## config.mk

```make
export PLATFORM = sky130hd
export DESIGN_NAME = lsfm_top
export DESIGN_NICKNAME = d
export VERILOG_FILES = /design/src/lsfm_pkg.sv /design/src/lsfm_sig_gen.sv /design/src/lsfm_top.sv
export SDC_FILE = /design/constraint.sdc
export NUM_CORES = 1
export LEC_CHECK = 0
export BUFFER_PORTS_ARGS = -buffer_cell sky130_fd_sc_hd__buf_2
export CAP_MARGIN = 30
export CORE_UTILIZATION = 30
export DETAILED_ROUTE_END_ITERATION = 12
export HOLD_SLACK_MARGIN = 0.02
export PLACE_DENSITY = 0.52
export SYNTH_ARGS = -nofsm -noshare
export SYNTH_HDL_FRONTEND = slang
export SYNTH_SLANG_ARGS = --single-unit
```

## constraint.sdc

```tcl
create_clock -name clk -period 12.2 [get_ports clk]
set_input_delay 0.61 -clock clk [delete_from_list [all_inputs] [get_ports clk]]
set_output_delay 0.61 -clock clk [all_outputs]
set_load 0.05 [all_outputs]
```

## src/lsfm_pkg.sv

```systemverilog
// constants and carrier types for the lvds sync fifo monitor block
// assumes a single 100 MHz dac clock domain; the data strobe arrives as a sampled enable
package lsfm_pkg;

    // ------------------------------------------------------------
    // widths and timing
    // ------------------------------------------------------------
    localparam int DATA_W = 14;
    localparam int FIFO_DEPTH = 8;
    localparam int PTR_W = 3;
    localparam int SIG_W = 32;
    localparam int FRAC_W = 12;
    localparam int DLY_W = 4;
    localparam int DIV_W = 6;
    localparam int FIFO_EXTRA_LAT = 4;
    localparam int CLK_HZ = 100_000_000;
    localparam int CTRL_CLK_MAX_HZ = 10_000_000;
    localparam logic [3:0] PREDIV_BASE = 4'h4;
    localparam logic [3:0] FILTER_MAX = 4'hC;
    localparam logic [1:0] PHASE_STEP_SHIFT = 2'h1;
    localparam logic [15:0] IDLE_UNSIGNED = 16'h0000;
    localparam logic [15:0] IDLE_TWOS = 16'h2000;

    // ------------------------------------------------------------
    // fifo phase status codes
    // ------------------------------------------------------------
    localparam logic [2:0] PH_CRIT_LO = 3'h0;
    localparam logic [2:0] PH_WARN_LO = 3'h1;
    localparam logic [2:0] PH_OPT_LO = 3'h3;
    localparam logic [2:0] PH_OPT_HI = 3'h4;
    localparam logic [2:0] PH_WARN_HI = 3'h6;
    localparam logic [2:0] PH_CRIT_HI = 3'h7;

    // ------------------------------------------------------------
    // signature select codes
    // ------------------------------------------------------------
    localparam logic [1:0] SEL_LVDS_P1 = 2'h0;
    localparam logic [1:0] SEL_LVDS_P2 = 2'h1;
    localparam logic [1:0] SEL_SYNC_P1 = 2'h2;
    localparam logic [1:0] SEL_SYNC_P2 = 2'h3;

    typedef struct packed {
        logic surveillance_enable;
        logic auto_update;
        logic interrupt_enable;
        logic [1:0] eye_drift_threshold;
        logic [3:0] eye_filter_length;
        logic [3:0] sample_delay_init;
    } lsfm_eye_cfg_t;

    typedef struct packed {
        logic surveillance_enable;
        logic auto_update;
        logic interrupt_enable;
        logic sync_threshold_bit;
        logic [3:0] sync_filter_field;
    } lsfm_sync_cfg_t;

    typedef struct packed {
        logic clear;
        logic lvds_en;
        logic sync_en;
        logic [1:0] sel;
    } lsfm_bist_cfg_t;

    typedef struct packed {
        logic eye_irq_flag;
        logic sync_irq_flag;
        logic sync_logic_error_flag;
        logic [2:0] fifo_phase_status;
    } lsfm_status_t;

endpackage

```

## src/lsfm_sig_gen.sv

```systemverilog
// one 32-bit lfsr signature generator for a single data phase
// assumes words arrive as enabled samples on the dac clock
module lsfm_sig_gen #(
    parameter int DW = 14,
    parameter int SW = 32
) (
    input wire logic clk,
    input wire logic reset_n,
    input wire logic ce,
    input wire logic clear,
    input wire logic enable,
    input wire logic word_valid,
    input wire logic [DW-1:0] word,
    output logic [SW-1:0] signature
);

    logic [SW-1:0] next_signature;

    // ------------------------------------------------------------
    // signature update, zero words leave it unchanged
    // ------------------------------------------------------------
    always_comb begin
        next_signature = signature;
        if (clear) begin
            next_signature = '0;
        end else if (enable && word_valid && (word != '0)) begin
            for (int i = 0; i < SW; i++) begin
                if (i == 0) begin
                    next_signature[i] = ~(signature[SW-1] ^ word[0]);
                end else if (i < DW) begin
                    next_signature[i] = ~(signature[i-1] ^ word[i]);
                end else begin
                    next_signature[i] = signature[i-1];
                end
            end
        end
    end

    always_ff @(posedge clk or negedge reset_n) begin
        if (!reset_n) begin
            signature <= '0;
        end else if (ce) begin
            signature <= next_signature;
        end
    end

endmodule

```

## src/lsfm_top.sv

```systemverilog
// data input path: eye monitor, synchronizing fifo with phase control, bypass and bist
// assumes one dac clock; data_sampling_strobe marks each sampled input word
module lsfm_top (
    input wire logic clk,
    input wire logic reset_n,
    input wire logic ce,
    input wire lsfm_pkg::lsfm_eye_cfg_t eye_cfg,
    input wire logic meas_valid,
    input wire logic [3:0] measured_hold_delay,
    input wire logic [3:0] measured_setup_delay,
    input wire lsfm_pkg::lsfm_sync_cfg_t sync_cfg,
    input wire logic fifo_mode,
    input wire logic [1:0] phase_offset,
    input wire logic [3:0] controller_clock_predivider,
    input wire logic data_sampling_strobe,
    input wire logic [lsfm_pkg::DATA_W-1:0] data_in,
    input wire lsfm_pkg::lsfm_bist_cfg_t bist_cfg,
    output logic [lsfm_pkg::DATA_W-1:0] dac_data,
    output logic [3:0] sample_delay,
    output logic [1:0] phase_offset_applied,
    output lsfm_pkg::lsfm_status_t status,
    output logic irq,
    output logic [lsfm_pkg::SIG_W-1:0] signature
);

    localparam int EACC_W = lsfm_pkg::FRAC_W + 6;
    localparam int SACC_W = lsfm_pkg::FRAC_W + 5;
    localparam int DW = lsfm_pkg::DATA_W;
    localparam int PW = lsfm_pkg::PTR_W;

    // ------------------------------------------------------------
    // controller clock tick
    // ------------------------------------------------------------
    logic [lsfm_pkg::DIV_W-1:0] div_cnt, next_div_cnt;
    logic tick, next_tick;
    logic [lsfm_pkg::DIV_W-1:0] div_len;

    // divide by 2 * (predivider + 4)
    always_comb begin
        div_len = {5'(controller_clock_predivider) + 5'(lsfm_pkg::PREDIV_BASE), 1'b0};
        next_tick = 1'b0;
        next_div_cnt = div_cnt + 1'b1;
        if (div_cnt >= div_len - 1'b1) begin
            next_div_cnt = '0;
            next_tick = 1'b1;
        end
    end

    always_ff @(posedge clk or negedge reset_n) begin
        if (!reset_n) begin
            div_cnt <= '0;
            tick <= 1'b0;
        end else if (ce) begin
            div_cnt <= next_div_cnt;
            tick <= next_tick;
        end
    end

    // ------------------------------------------------------------
    // eye monitor
    // ------------------------------------------------------------
    logic meas_pending, next_meas_pending;
    logic signed [EACC_W-1:0] eye_new, next_eye_new;
    logic signed [EACC_W-1:0] eye_acc, next_eye_acc;
    logic [3:0] next_sample_delay;
    logic eye_flag, next_eye_flag;
    logic eye_ie_low, next_eye_ie_low;
    logic signed [EACC_W:0] eye_delta;
    logic signed [EACC_W-1:0] eye_int;
    logic [EACC_W-1:0] eye_mag;
    logic signed [5:0] sd_sum;
    logic eye_auto;
    logic eye_viol;

    // filtered eye position, auto update of the sample delay
    always_comb begin
        eye_auto = eye_cfg.surveillance_enable && eye_cfg.auto_update;
        next_meas_pending = meas_pending | meas_valid;
        next_eye_new = eye_new;
        if (meas_valid) begin
            // (hold - setup) / 2 in fixed point
            next_eye_new = EACC_W'(($signed({2'b00, measured_hold_delay}) - $signed({2'b00, measured_setup_delay}))
                           <<< (lsfm_pkg::FRAC_W - 1));
        end
        eye_delta = (EACC_W+1)'(eye_new) - (EACC_W+1)'(eye_acc);
        eye_int = eye_acc >>> lsfm_pkg::FRAC_W;
        eye_mag = eye_int[EACC_W-1] ? EACC_W'(-eye_int) : EACC_W'(eye_int);
        eye_viol = eye_mag > EACC_W'(eye_cfg.eye_drift_threshold);
        sd_sum = $signed({2'b00, sample_delay}) + 6'(eye_int);
        next_eye_acc = eye_acc;
        next_sample_delay = sample_delay;
        next_eye_flag = eye_flag;
        next_eye_ie_low = eye_ie_low;
        if (!eye_cfg.surveillance_enable) begin
            next_eye_acc = '0;
            next_sample_delay = eye_cfg.sample_delay_init;
        end else if (tick && meas_pending && !eye_flag) begin
            next_meas_pending = meas_valid;
            next_eye_acc = EACC_W'(eye_acc + EACC_W'(eye_delta >>> eye_cfg.eye_filter_length));
        end
        if (eye_cfg.surveillance_enable && tick && !eye_flag && eye_viol) begin
            if (eye_auto) begin
                // re-centre the strobe and restart the average
                next_sample_delay = sd_sum[5] ? 4'h0 : (sd_sum > 6'sd15 ? 4'hF : sd_sum[3:0]);
                next_eye_acc = '0;
            end else begin
                next_eye_flag = 1'b1;
            end
        end
        // clear after a whole controller cycle with enable low, set wins
        if (tick) begin
            next_eye_ie_low = !eye_cfg.interrupt_enable;
            if (eye_ie_low && !eye_cfg.interrupt_enable && !(next_eye_flag && !eye_flag)) begin
                next_eye_flag = 1'b0;
            end
        end
    end

    always_ff @(posedge clk or negedge reset_n) begin
        if (!reset_n) begin
            meas_pending <= 1'b0;
            eye_new <= '0;
            eye_acc <= '0;
            sample_delay <= '0;
            eye_flag <= 1'b0;
            eye_ie_low <= 1'b0;
        end else if (ce) begin
            meas_pending <= next_meas_pending;
            eye_new <= next_eye_new;
            eye_acc <= next_eye_acc;
            sample_delay <= next_sample_delay;
            eye_flag <= next_eye_flag;
            eye_ie_low <= next_eye_ie_low;
        end
    end

    // ------------------------------------------------------------
    // synchronizing fifo
    // ------------------------------------------------------------
    logic [DW-1:0] mem [lsfm_pkg::FIFO_DEPTH];
    logic [PW-1:0] wr_ptr, next_wr_ptr;
    logic [PW-1:0] rd_cnt, next_rd_cnt;
    logic [PW-1:0] rd_addr;
    logic [PW-1:0] phase_meas, next_phase_meas;
    logic sync_err, next_sync_err;
    logic [DW-1:0] in_q, next_in_q;
    logic [DW-1:0] pipe [lsfm_pkg::FIFO_EXTRA_LAT];
    logic [DW-1:0] next_dac_data;
    logic [1:0] auto_ofs;
    logic lvds_phase, next_lvds_phase;
    logic sync_phase, next_sync_phase;

    // pointers, phase capture and crossing check
    always_comb begin
        rd_addr = rd_cnt + PW'({phase_offset + auto_ofs, 1'b0});
        next_wr_ptr = wr_ptr;
        next_rd_cnt = rd_cnt;
        next_phase_meas = phase_meas;
        next_sync_err = sync_err;
        next_in_q = in_q;
        next_lvds_phase = lvds_phase;
        next_sync_phase = ~sync_phase;
        if (data_sampling_strobe) begin
            next_in_q = data_in;
            next_lvds_phase = ~lvds_phase;
        end
        if (!fifo_mode) begin
            next_wr_ptr = '0;
            next_rd_cnt = '0;
            next_sync_err = 1'b0;
        end else begin
            next_rd_cnt = rd_cnt + 1'b1;
            if (data_sampling_strobe) begin
                next_wr_ptr = wr_ptr + 1'b1;
                if (wr_ptr == rd_addr) begin
                    next_sync_err = 1'b1;
                end
            end
            if (rd_cnt == '0) begin
                next_phase_meas = wr_ptr - rd_addr;
            end
        end
        next_dac_data = fifo_mode ? pipe[lsfm_pkg::FIFO_EXTRA_LAT-1] : in_q;
    end

    always_ff @(posedge clk) begin
        if (ce && fifo_mode && data_sampling_strobe) begin
            mem[wr_ptr] <= data_in;
        end
    end

    // read register plus fixed pipeline
    always_ff @(posedge clk or negedge reset_n) begin
        if (!reset_n) begin
            for (int i = 0; i < lsfm_pkg::FIFO_EXTRA_LAT; i++) begin
                pipe[i] <= '0;
            end
        end else if (ce) begin
            pipe[0] <= mem[rd_addr];
            for (int i = 1; i < lsfm_pkg::FIFO_EXTRA_LAT; i++) begin
                pipe[i] <= pipe[i-1];
            end
        end
    end

    always_ff @(posedge clk or negedge reset_n) begin
        if (!reset_n) begin
            wr_ptr <= '0;
            rd_cnt <= '0;
            phase_meas <= '0;
            sync_err <= 1'b0;
            in_q <= '0;
            dac_data <= '0;
            lvds_phase <= 1'b0;
            sync_phase <= 1'b0;
        end else if (ce) begin
            wr_ptr <= next_wr_ptr;
            rd_cnt <= next_rd_cnt;
            phase_meas <= next_phase_meas;
            sync_err <= next_sync_err;
            in_q <= next_in_q;
            dac_data <= next_dac_data;
            lvds_phase <= next_lvds_phase;
            sync_phase <= next_sync_phase;
        end
    end

    // ------------------------------------------------------------
    // sync controller
    // ------------------------------------------------------------
    logic [SACC_W-1:0] sync_acc, next_sync_acc;
    logic [1:0] next_auto_ofs;
    logic sync_flag, next_sync_flag;
    logic sync_ie_low, next_sync_ie_low;
    logic signed [SACC_W:0] sync_delta;
    logic [3:0] sflt;
    logic [2:0] sync_int;
    logic sync_viol;
    logic sync_run;

    // filtered phase status and threshold check
    always_comb begin
        sflt = (sync_cfg.sync_filter_field > lsfm_pkg::FILTER_MAX) ? lsfm_pkg::FILTER_MAX
               : sync_cfg.sync_filter_field;
        sync_delta = $signed({2'b00, phase_meas, {lsfm_pkg::FRAC_W{1'b0}}}) - $signed({1'b0, sync_acc});
        sync_int = sync_acc[lsfm_pkg::FRAC_W +: PW];
        sync_viol = (sync_int == lsfm_pkg::PH_CRIT_LO) || (sync_int == lsfm_pkg::PH_CRIT_HI)
                    || (sync_cfg.sync_threshold_bit
                        && ((sync_int == lsfm_pkg::PH_WARN_LO) || (sync_int == lsfm_pkg::PH_WARN_HI)));
        sync_run = sync_cfg.surveillance_enable && fifo_mode;
        next_sync_acc = sync_acc;
        next_auto_ofs = auto_ofs;
        next_sync_flag = sync_flag;
        next_sync_ie_low = sync_ie_low;
        if (!sync_run) begin
            next_sync_acc = SACC_W'({phase_meas, {lsfm_pkg::FRAC_W{1'b0}}});
        end else if (tick && !sync_flag) begin
            next_sync_acc = SACC_W'($signed({1'b0, sync_acc}) + (sync_delta >>> sflt));
            if (sync_viol) begin
                if (sync_cfg.auto_update) begin
                    // low status: move the read pointer back, high: forward
                    next_auto_ofs = (sync_int <= lsfm_pkg::PH_OPT_LO) ? auto_ofs - 1'b1 : auto_ofs + 1'b1;
                    next_sync_acc = SACC_W'({lsfm_pkg::PH_OPT_HI, {lsfm_pkg::FRAC_W{1'b0}}});
                end else begin
                    next_sync_flag = 1'b1;
                end
            end
        end
        if (tick) begin
            next_sync_ie_low = !sync_cfg.interrupt_enable;
            if (sync_ie_low && !sync_cfg.interrupt_enable && !(next_sync_flag && !sync_flag)) begin
                next_sync_flag = 1'b0;
            end
        end
    end

    always_ff @(posedge clk or negedge reset_n) begin
        if (!reset_n) begin
            sync_acc <= '0;
            auto_ofs <= '0;
            sync_flag <= 1'b0;
            sync_ie_low <= 1'b0;
            phase_offset_applied <= '0;
            status <= '0;
            irq <= 1'b0;
        end else if (ce) begin
            sync_acc <= next_sync_acc;
            auto_ofs <= next_auto_ofs;
            sync_flag <= next_sync_flag;
            sync_ie_low <= next_sync_ie_low;
            phase_offset_applied <= phase_offset + next_auto_ofs;
            status <= '{eye_irq_flag: next_eye_flag, sync_irq_flag: next_sync_flag,
                        sync_logic_error_flag: next_sync_err, fifo_phase_status: next_phase_meas};
            irq <= (next_eye_flag && eye_cfg.interrupt_enable)
                   || (next_sync_flag && sync_cfg.interrupt_enable);
        end
    end

    // ------------------------------------------------------------
    // signature generators: lvds stage and sync stage, two phases each
    // ------------------------------------------------------------
    logic [lsfm_pkg::SIG_W-1:0] sig [4];
    logic [3:0] sig_en;
    logic [3:0] sig_valid;
    logic [DW-1:0] sig_word [4];

    always_comb begin
        sig_en = {bist_cfg.sync_en, bist_cfg.sync_en, bist_cfg.lvds_en, bist_cfg.lvds_en};
        sig_valid[lsfm_pkg::SEL_LVDS_P1] = data_sampling_strobe && !lvds_phase;
        sig_valid[lsfm_pkg::SEL_LVDS_P2] = data_sampling_strobe && lvds_phase;
        sig_valid[lsfm_pkg::SEL_SYNC_P1] = !sync_phase;
        sig_valid[lsfm_pkg::SEL_SYNC_P2] = sync_phase;
        sig_word[lsfm_pkg::SEL_LVDS_P1] = data_in;
        sig_word[lsfm_pkg::SEL_LVDS_P2] = data_in;
        sig_word[lsfm_pkg::SEL_SYNC_P1] = next_dac_data;
        sig_word[lsfm_pkg::SEL_SYNC_P2] = next_dac_data;
    end

    for (genvar g = 0; g < 4; g++) begin : g_sig
        lsfm_sig_gen #(
            .DW(DW),
            .SW(lsfm_pkg::SIG_W)
        ) u_sig (
            .clk(clk),
            .reset_n(reset_n),
            .ce(ce),
            .clear(bist_cfg.clear),
            .enable(sig_en[g]),
            .word_valid(sig_valid[g]),
            .word(sig_word[g]),
            .signature(sig[g])
        );
    end

    // selected signature, registered
    always_ff @(posedge clk or negedge reset_n) begin
        if (!reset_n) begin
            signature <= '0;
        end else if (ce) begin
            signature <= sig[bist_cfg.sel];
        end
    end

endmodule

```

# Word-level counts from Yosys, hierarchy flattened
# Memories as Yosys holds them, arrays and structs flattened. A register that Yosys moved wholly into a read port is not among the register bits.
# Cells that the tools add are included.
[word_totals]
ff_bits = 303
ramBits = 112
in_bits = 60
n_memories = 1
[memory_table]
columns = ["memory", "depth", "word_bits", "rd", "rd_ports_with_merged_regs", "write_ports", "line_no", "text"]
rows = [
  ["mem", 8, 14, 1, 1, 1, "lsfm_top.sv:140", "logic [DW-1:0] mem [lsfm_pkg::FIFO_DEPTH];"],
]
[op_classes]
add_sub_neg = 18
n_lt_le_gt_ge = 6
n_eq_ne = 7
shift = 2
n_mux = 56
n_bitwise = 116
reduce_logical = 61
[op_table]
columns = ["operator", "count"]
rows = [
  ["32-bit two-way mux", 10],
  ["18-bit two-way mux", 5],
  ["17-bit two-way mux", 4],
  ["32-bit binary-select mux with 2-bit select", 1],
  ["1-bit NOT", 58],
  ["1-bit XOR", 56],
  ["1-bit logical AND", 29],
  ["14-bit nonzero test", 2],
  ["4-bit two-way mux", 6],
  ["19-bit by 4-bit >>> shifter with 18-bit output", 1],
  ["16-bit by 18-bit subtractor with 19-bit output", 1],
  ["18-bit adder", 1],
  ["18-bit by 2-bit > comparator with 1-bit output", 1],
  ["1-bit two-way mux", 18],
  ["6-bit negation with 18-bit output", 1],
  ["2-bit AND reduction", 9],
  ["18-bit by 4-bit >>> shifter with 17-bit output", 1],
  ["15-bit by 17-bit subtractor with 18-bit output", 1],
  ["17-bit adder", 1],
  ["3-bit two-way mux", 5],
  ["14-bit two-way mux", 1],
  ["2-bit two-way mux", 5],
  ["1-bit zero test", 9],
  ["2-bit nonzero test", 4],
  ["other kinds (26)", 36],
]

# Longest topological paths before layout
[depth]
ltp_word = 14
depth_mapped = 20
mapped_depth_nobuf = 20

# Modules after synthesis
# From an unflattened synthesis, not the netlist that was laid out.
[unflattened]
hier_cells = 2074
area_unflattened_um2 = 24021.8
[by_module_without_submodules]
columns = ["mod", "instances", "cells_each", "area_each_um2", "seq_area_each_um2"]
rows = [
  ["lsfm_top", 1, 1582, 17855.9, 8092.8],
  ["lsfm_sig_gen", 4, 123, 1541.5, 800.8],
]

# Worst setup path after synthesis
# OpenSTA, ideal clock, no wires.
[synth_timing]
path_kind = "flip-flop to flip-flop"
from = "register eye_acc[8]"
to = "register eye_acc[16]"
setup_time_ns = 0.121
t_arrival_ns = 4.643
t_required_ns = 12.079
setup_slack_ns = 7.436
stages_incl_launch_ff = 19
path_buffers = 1
period_less_slack_ns = 4.764
cell_sequence = "dfrtp_1 > buf_6 > or4_4 > nor4_4 > nor3_1 > xnor2_2 > mux2_2 > mux4_2 > nand2_1 > o21ai_0 > fa_1 > a21oi_1 > o21ai_0 > o311ai_0 > a21oi_1 > a41o_1 > o41ai_1 > xnor2_1 > a22o_1"
[synth_between]
elab_chain_cells = 7
[synth_lines]
columns = ["item", "line_no", "text"]
rows = [
  ["start: declaration", "lsfm_top.sv:64", "logic signed [EACC_W-1:0] eye_acc, next_eye_acc;"],
  ["start signal: assignment", "lsfm_top.sv:130", "eye_acc <= next_eye_acc;"],
  ["16-bit by 18-bit subtractor with 19-bit output", "lsfm_top.sv:85", "eye_delta = (EACC_W+1)'(eye_new) - (EACC_W+1)'(eye_acc);"],
  ["19-bit by 4-bit >>> shifter with 18-bit output", "lsfm_top.sv:99", "next_eye_acc = EACC_W'(eye_acc + EACC_W'(eye_delta >>> eye_cfg.eye_filter_length));"],
  ["18-bit adder *", "lsfm_top.sv:99", ""],
  ["18-bit two-way mux *", "lsfm_top.sv:97", "end else if (tick && meas_pending && !eye_flag) begin"],
  ["18-bit two-way mux *", "lsfm_top.sv:94", "if (!eye_cfg.surveillance_enable) begin"],
  ["18-bit two-way mux", "lsfm_top.sv:102", "if (eye_auto) begin"],
  ["18-bit two-way mux *", "lsfm_top.sv:101", "if (eye_cfg.surveillance_enable && tick && !eye_flag && eye_viol) begin"],
]
# Mark *: on every way between the ends. The rest lies on a longest branch, timed or not.
# A chain may end at the register's enable or synchronous reset.

# Worst setup path in the final report
[layout_timing]
from = "register eye_acc[7]"
to = "register eye_acc[16]"
# Same word-level chain as after synthesis.

==> results.sh <==
export IMPL_status="completed"
export IMPL_final_setup_skew_ns=0.0257
export IMPL_rr_worst_depth=17
export IMPL_worstPathRequired_ns=12.66
export IMPL_drv_cap=0
export IMPL_cts_buffer_depth=3
export IMPL_numCtsBuffers=48
export IMPL_yosys_register_bits=429
export IMPL_synth_edf_count=112
export IMPL_async_flop_share_pct=73.9
export IMPL_start_util_pct=30.6
export IMPL_drt_initial_drc_count=916
export IMPL_synth_flop_cell="dfrtp_1"
export IMPL_cts_resized=0
export IMPL_syn_inst=2106
export IMPL_start_kind="register"
export IMPL_ir_worst_vdd_uv=130
export IMPL_seq_area_frac_synth_pct=48.3
export IMPL_port_buffers=118
export IMPL_power_mw=6.90
export IMPL_crit_type="register to register"
export IMPL_pwr_share_comb_pct=48.4
export IMPL_r2r_start="eye_acc[7]"
export IMPL_antenna_left=0
export IMPL_nNetsFinal=2316
export IMPL_worst_slew_pin_slew_ns=0.993
export IMPL_drive_gt1_share_pct=20.2
export IMPL_post_cts_buffers=0
export IMPL_cts_root_buf="clkbuf_16"
export IMPL_cts_hold_buf=0
export IMPL_post_drt_wl_per_cell_um=18.9
export IMPL_cp_arrival_ns=6.07
export IMPL_critPathLaunch="eye_acc[7]"
export IMPL_wirelength_mm=61.3
export IMPL_fp_row_count=101
export IMPL_clkPwrFrac_pct=21.5
export IMPL_layout_setup_ws_ns=6.59
export IMPL_synthMostInstantiatedCell="dfrtp_1"
export IMPL_synth_cell_types=92
export IMPL_area_growth_pct=14.2
export IMPL_p_leak_nw=10.9
export IMPL_rsz0062_at_grt="false"
export IMPL_htreeDepth=2
export IMPL_placedCellCount=3158
export IMPL_grt_antenna_before_repair=2
export IMPL_layout_min_cycle_time_ns=5.61
export IMPL_hpwl_mm=42.0
export IMPL_yosysWarnings=0
export IMPL_swShare_pct=41.6
export IMPL_synth_area_um2=23400
export IMPL_grt_overflow_total=0
export IMPL_path_clk_slew_ns=0.06
export IMPL_die_x_um=281
export IMPL_pre_cts_ws_ns=6.62
export IMPL_coreArea_um2=76500
export IMPL_synth_common_cells="dfrtp_1 (317), nand2_1 (224), o21ai_0 (141)"
export IMPL_netlist_top_cells_area="dfrtp_1 (34%), edfxtp_1 (14%), mux4_2 (6.6%)"
export IMPL_p_switching_mw=2.87
export IMPL_grt_max_degree=143
export IMPL_drv_slew=0
export IMPL_syn_avg_cell_area_um2=11.1
export IMPL_via_count=16382
export IMPL_routed_via_density=5.04
export IMPL_worstSkewPairLatency_ns=0.59
export IMPL_cp_end_kind="register"
export IMPL_grtUsageTotal_pct=15.6
export IMPL_synthesis_nets=2243
export IMPL_hold_path_class="primary input to async pin"
export IMPL_synth_largest_area_cell="dfrtp_1"
export IMPL_cellPowerDensity_nw_per_um2=258
export IMPL_die_area_um2=79000
export IMPL_clock_sinks=429
export IMPL_synth_top_area_share_pct=33.9
export IMPL_path_max_fanout=10
export IMPL_first_pass_iters=4
export IMPL_fmax_mhz=178
export IMPL_finalNonFillerCells=3249
export IMPL_hold_viol_final=0
export IMPL_die_height_um=281
export IMPL_gp_congestion=0.822
export IMPL_finalCritPeriodShare_pct=46.0
export IMPL_seq_power_share_pct=30.1
export IMPL_fin_tns_setup_ns=0
export IMPL_final_core_util_pct=34.9
export IMPL_finalSetupViolCount=0
export IMPL_cts_tree="done"
export IMPL_drc=0
export IMPL_reg2reg_slack_ns=6.59
export IMPL_grt_pass1_vias=16530
export IMPL_grt_pass1_wl_mm=97.0
export IMPL_slew_headroom_pct=33.7
export IMPL_internal_power_mw=4.03
export IMPL_pin_count=119
==> per-stage QoR <==
stage	instance area, µm²	hold slack, ns
after floorplan	23400	0.314
after global placement	24900	0.464
after detailed placement	25100	0.480
after CTS	26700	0.0348
after global routing	26700	0.0773
final	26700	0.0316
==> metal layers <==
layer	global-route usage (%)	wire length [µm]	vias to the layer above
met5	0	12	-
met4	3.95	1140	2
met3	2.09	2270	66
met2	25.4	28900	298
met1	21.7	28900	8193
li1	-	-	7823
==> critical path, cell delays in order (launching register included) <==
cell and delay, ns:
dfrtp_1 0.49, or4_4 0.57, nor4_4 0.40, nor3_1 0.13, xnor2_2 0.18, mux2_2 0.30, mux4_2 0.49, nand2_1 0.08
o21ai_0 0.20, fa_1 0.50, a21oi_1 0.20, o21ai_0 0.17, o311ai_0 0.58, a21oi_1 0.19, a41o_1 0.30, o41ai_1 0.37
xnor2_1 0.11, a22o_1 0.21
==> worst paths after layout <==
| kind | end |
|---|---|
| worst max register to register | eye_acc[16] |
| worst min-delay path | sync_acc[1] |
| min in group clk | eye_ie_low |
| worst max-delay path | eye_acc[16] |
| worst min register to register | pipe[5] |
| max in group asynchronous | g_sig[3].u_sig.signature[23] |
==> cells in the final DEF, fill, tap and decap left out, drive strengths merged, types with 18 or more instances in the layout <==
master and instances:
dfrtp 317, xor2 56, ha 72, a211oi 18, inv 80, buf 149, or4 20, mux2 114
a21oi 86, mux2i 42, nand2 224, edfxtp 112, nand2b 64, clkbuf 71, mux4 69, a22o 23
xnor2 75, o21ai 147, nor3 31, nor2 127, a31oi 24, a21o 18, o31ai 54, nand3 26
==> sequential cells by signal, indices dropped and copies added, names as in the netlist <==
register,count
mem,112
eye_acc,18
tick,1
sync_acc,17
sample_delay,4
in_q,14
dac_data,14
lvds_phase,1
auto_ofs,2
eye_ie_low,1
g_sig.u_sig.signature,128
pipe,56
status,5
div_cnt,6
signature,32
meas_pending,1
sync_flag,1
sync_phase,1
eye_new,5
rd_cnt,3
phase_offset_applied,2
sync_ie_low,1
wr_ptr,3
irq,1
==> power by group through the flow <==
stage	registers, mW	logic (mW)	clock network, mW
finish	2.08	3.34	1.48
global route	2.12	3.68	1.58
CTS	2.08	3.35	1.53
detailed placement	2.10	3.33	0
global placement	2.10	3.28	0
floorplan	2.12	2.43	0
==> cell families (layout without fill, tap and decap cells) <==
group,Yosys count,in the layout,share of synthesized area (%)
AOI/OAI and AO/OA,472,472,13.2
xor gates and xnor gates,131,131,4.94
adders and majority gates,77,77,4.28
buffers and inverters,207,319,3.79
DFF,429,429,48.3
muxes,225,225,14.0
other,0,1,0
and+or+nand+nor,565,565,11.5
==> area by class of cell <==
type	count	area [µm²]
fillers	7559	49800
repair buffers	149	928
well taps	1030	1290
diodes	1	2.50
flip-flops and latches	429	11300
inverters	81	304
clock inverters	18	224
clock buffers	71	1400
multi-input cells	1470	11200
Power figures use the tool's default switching activity.
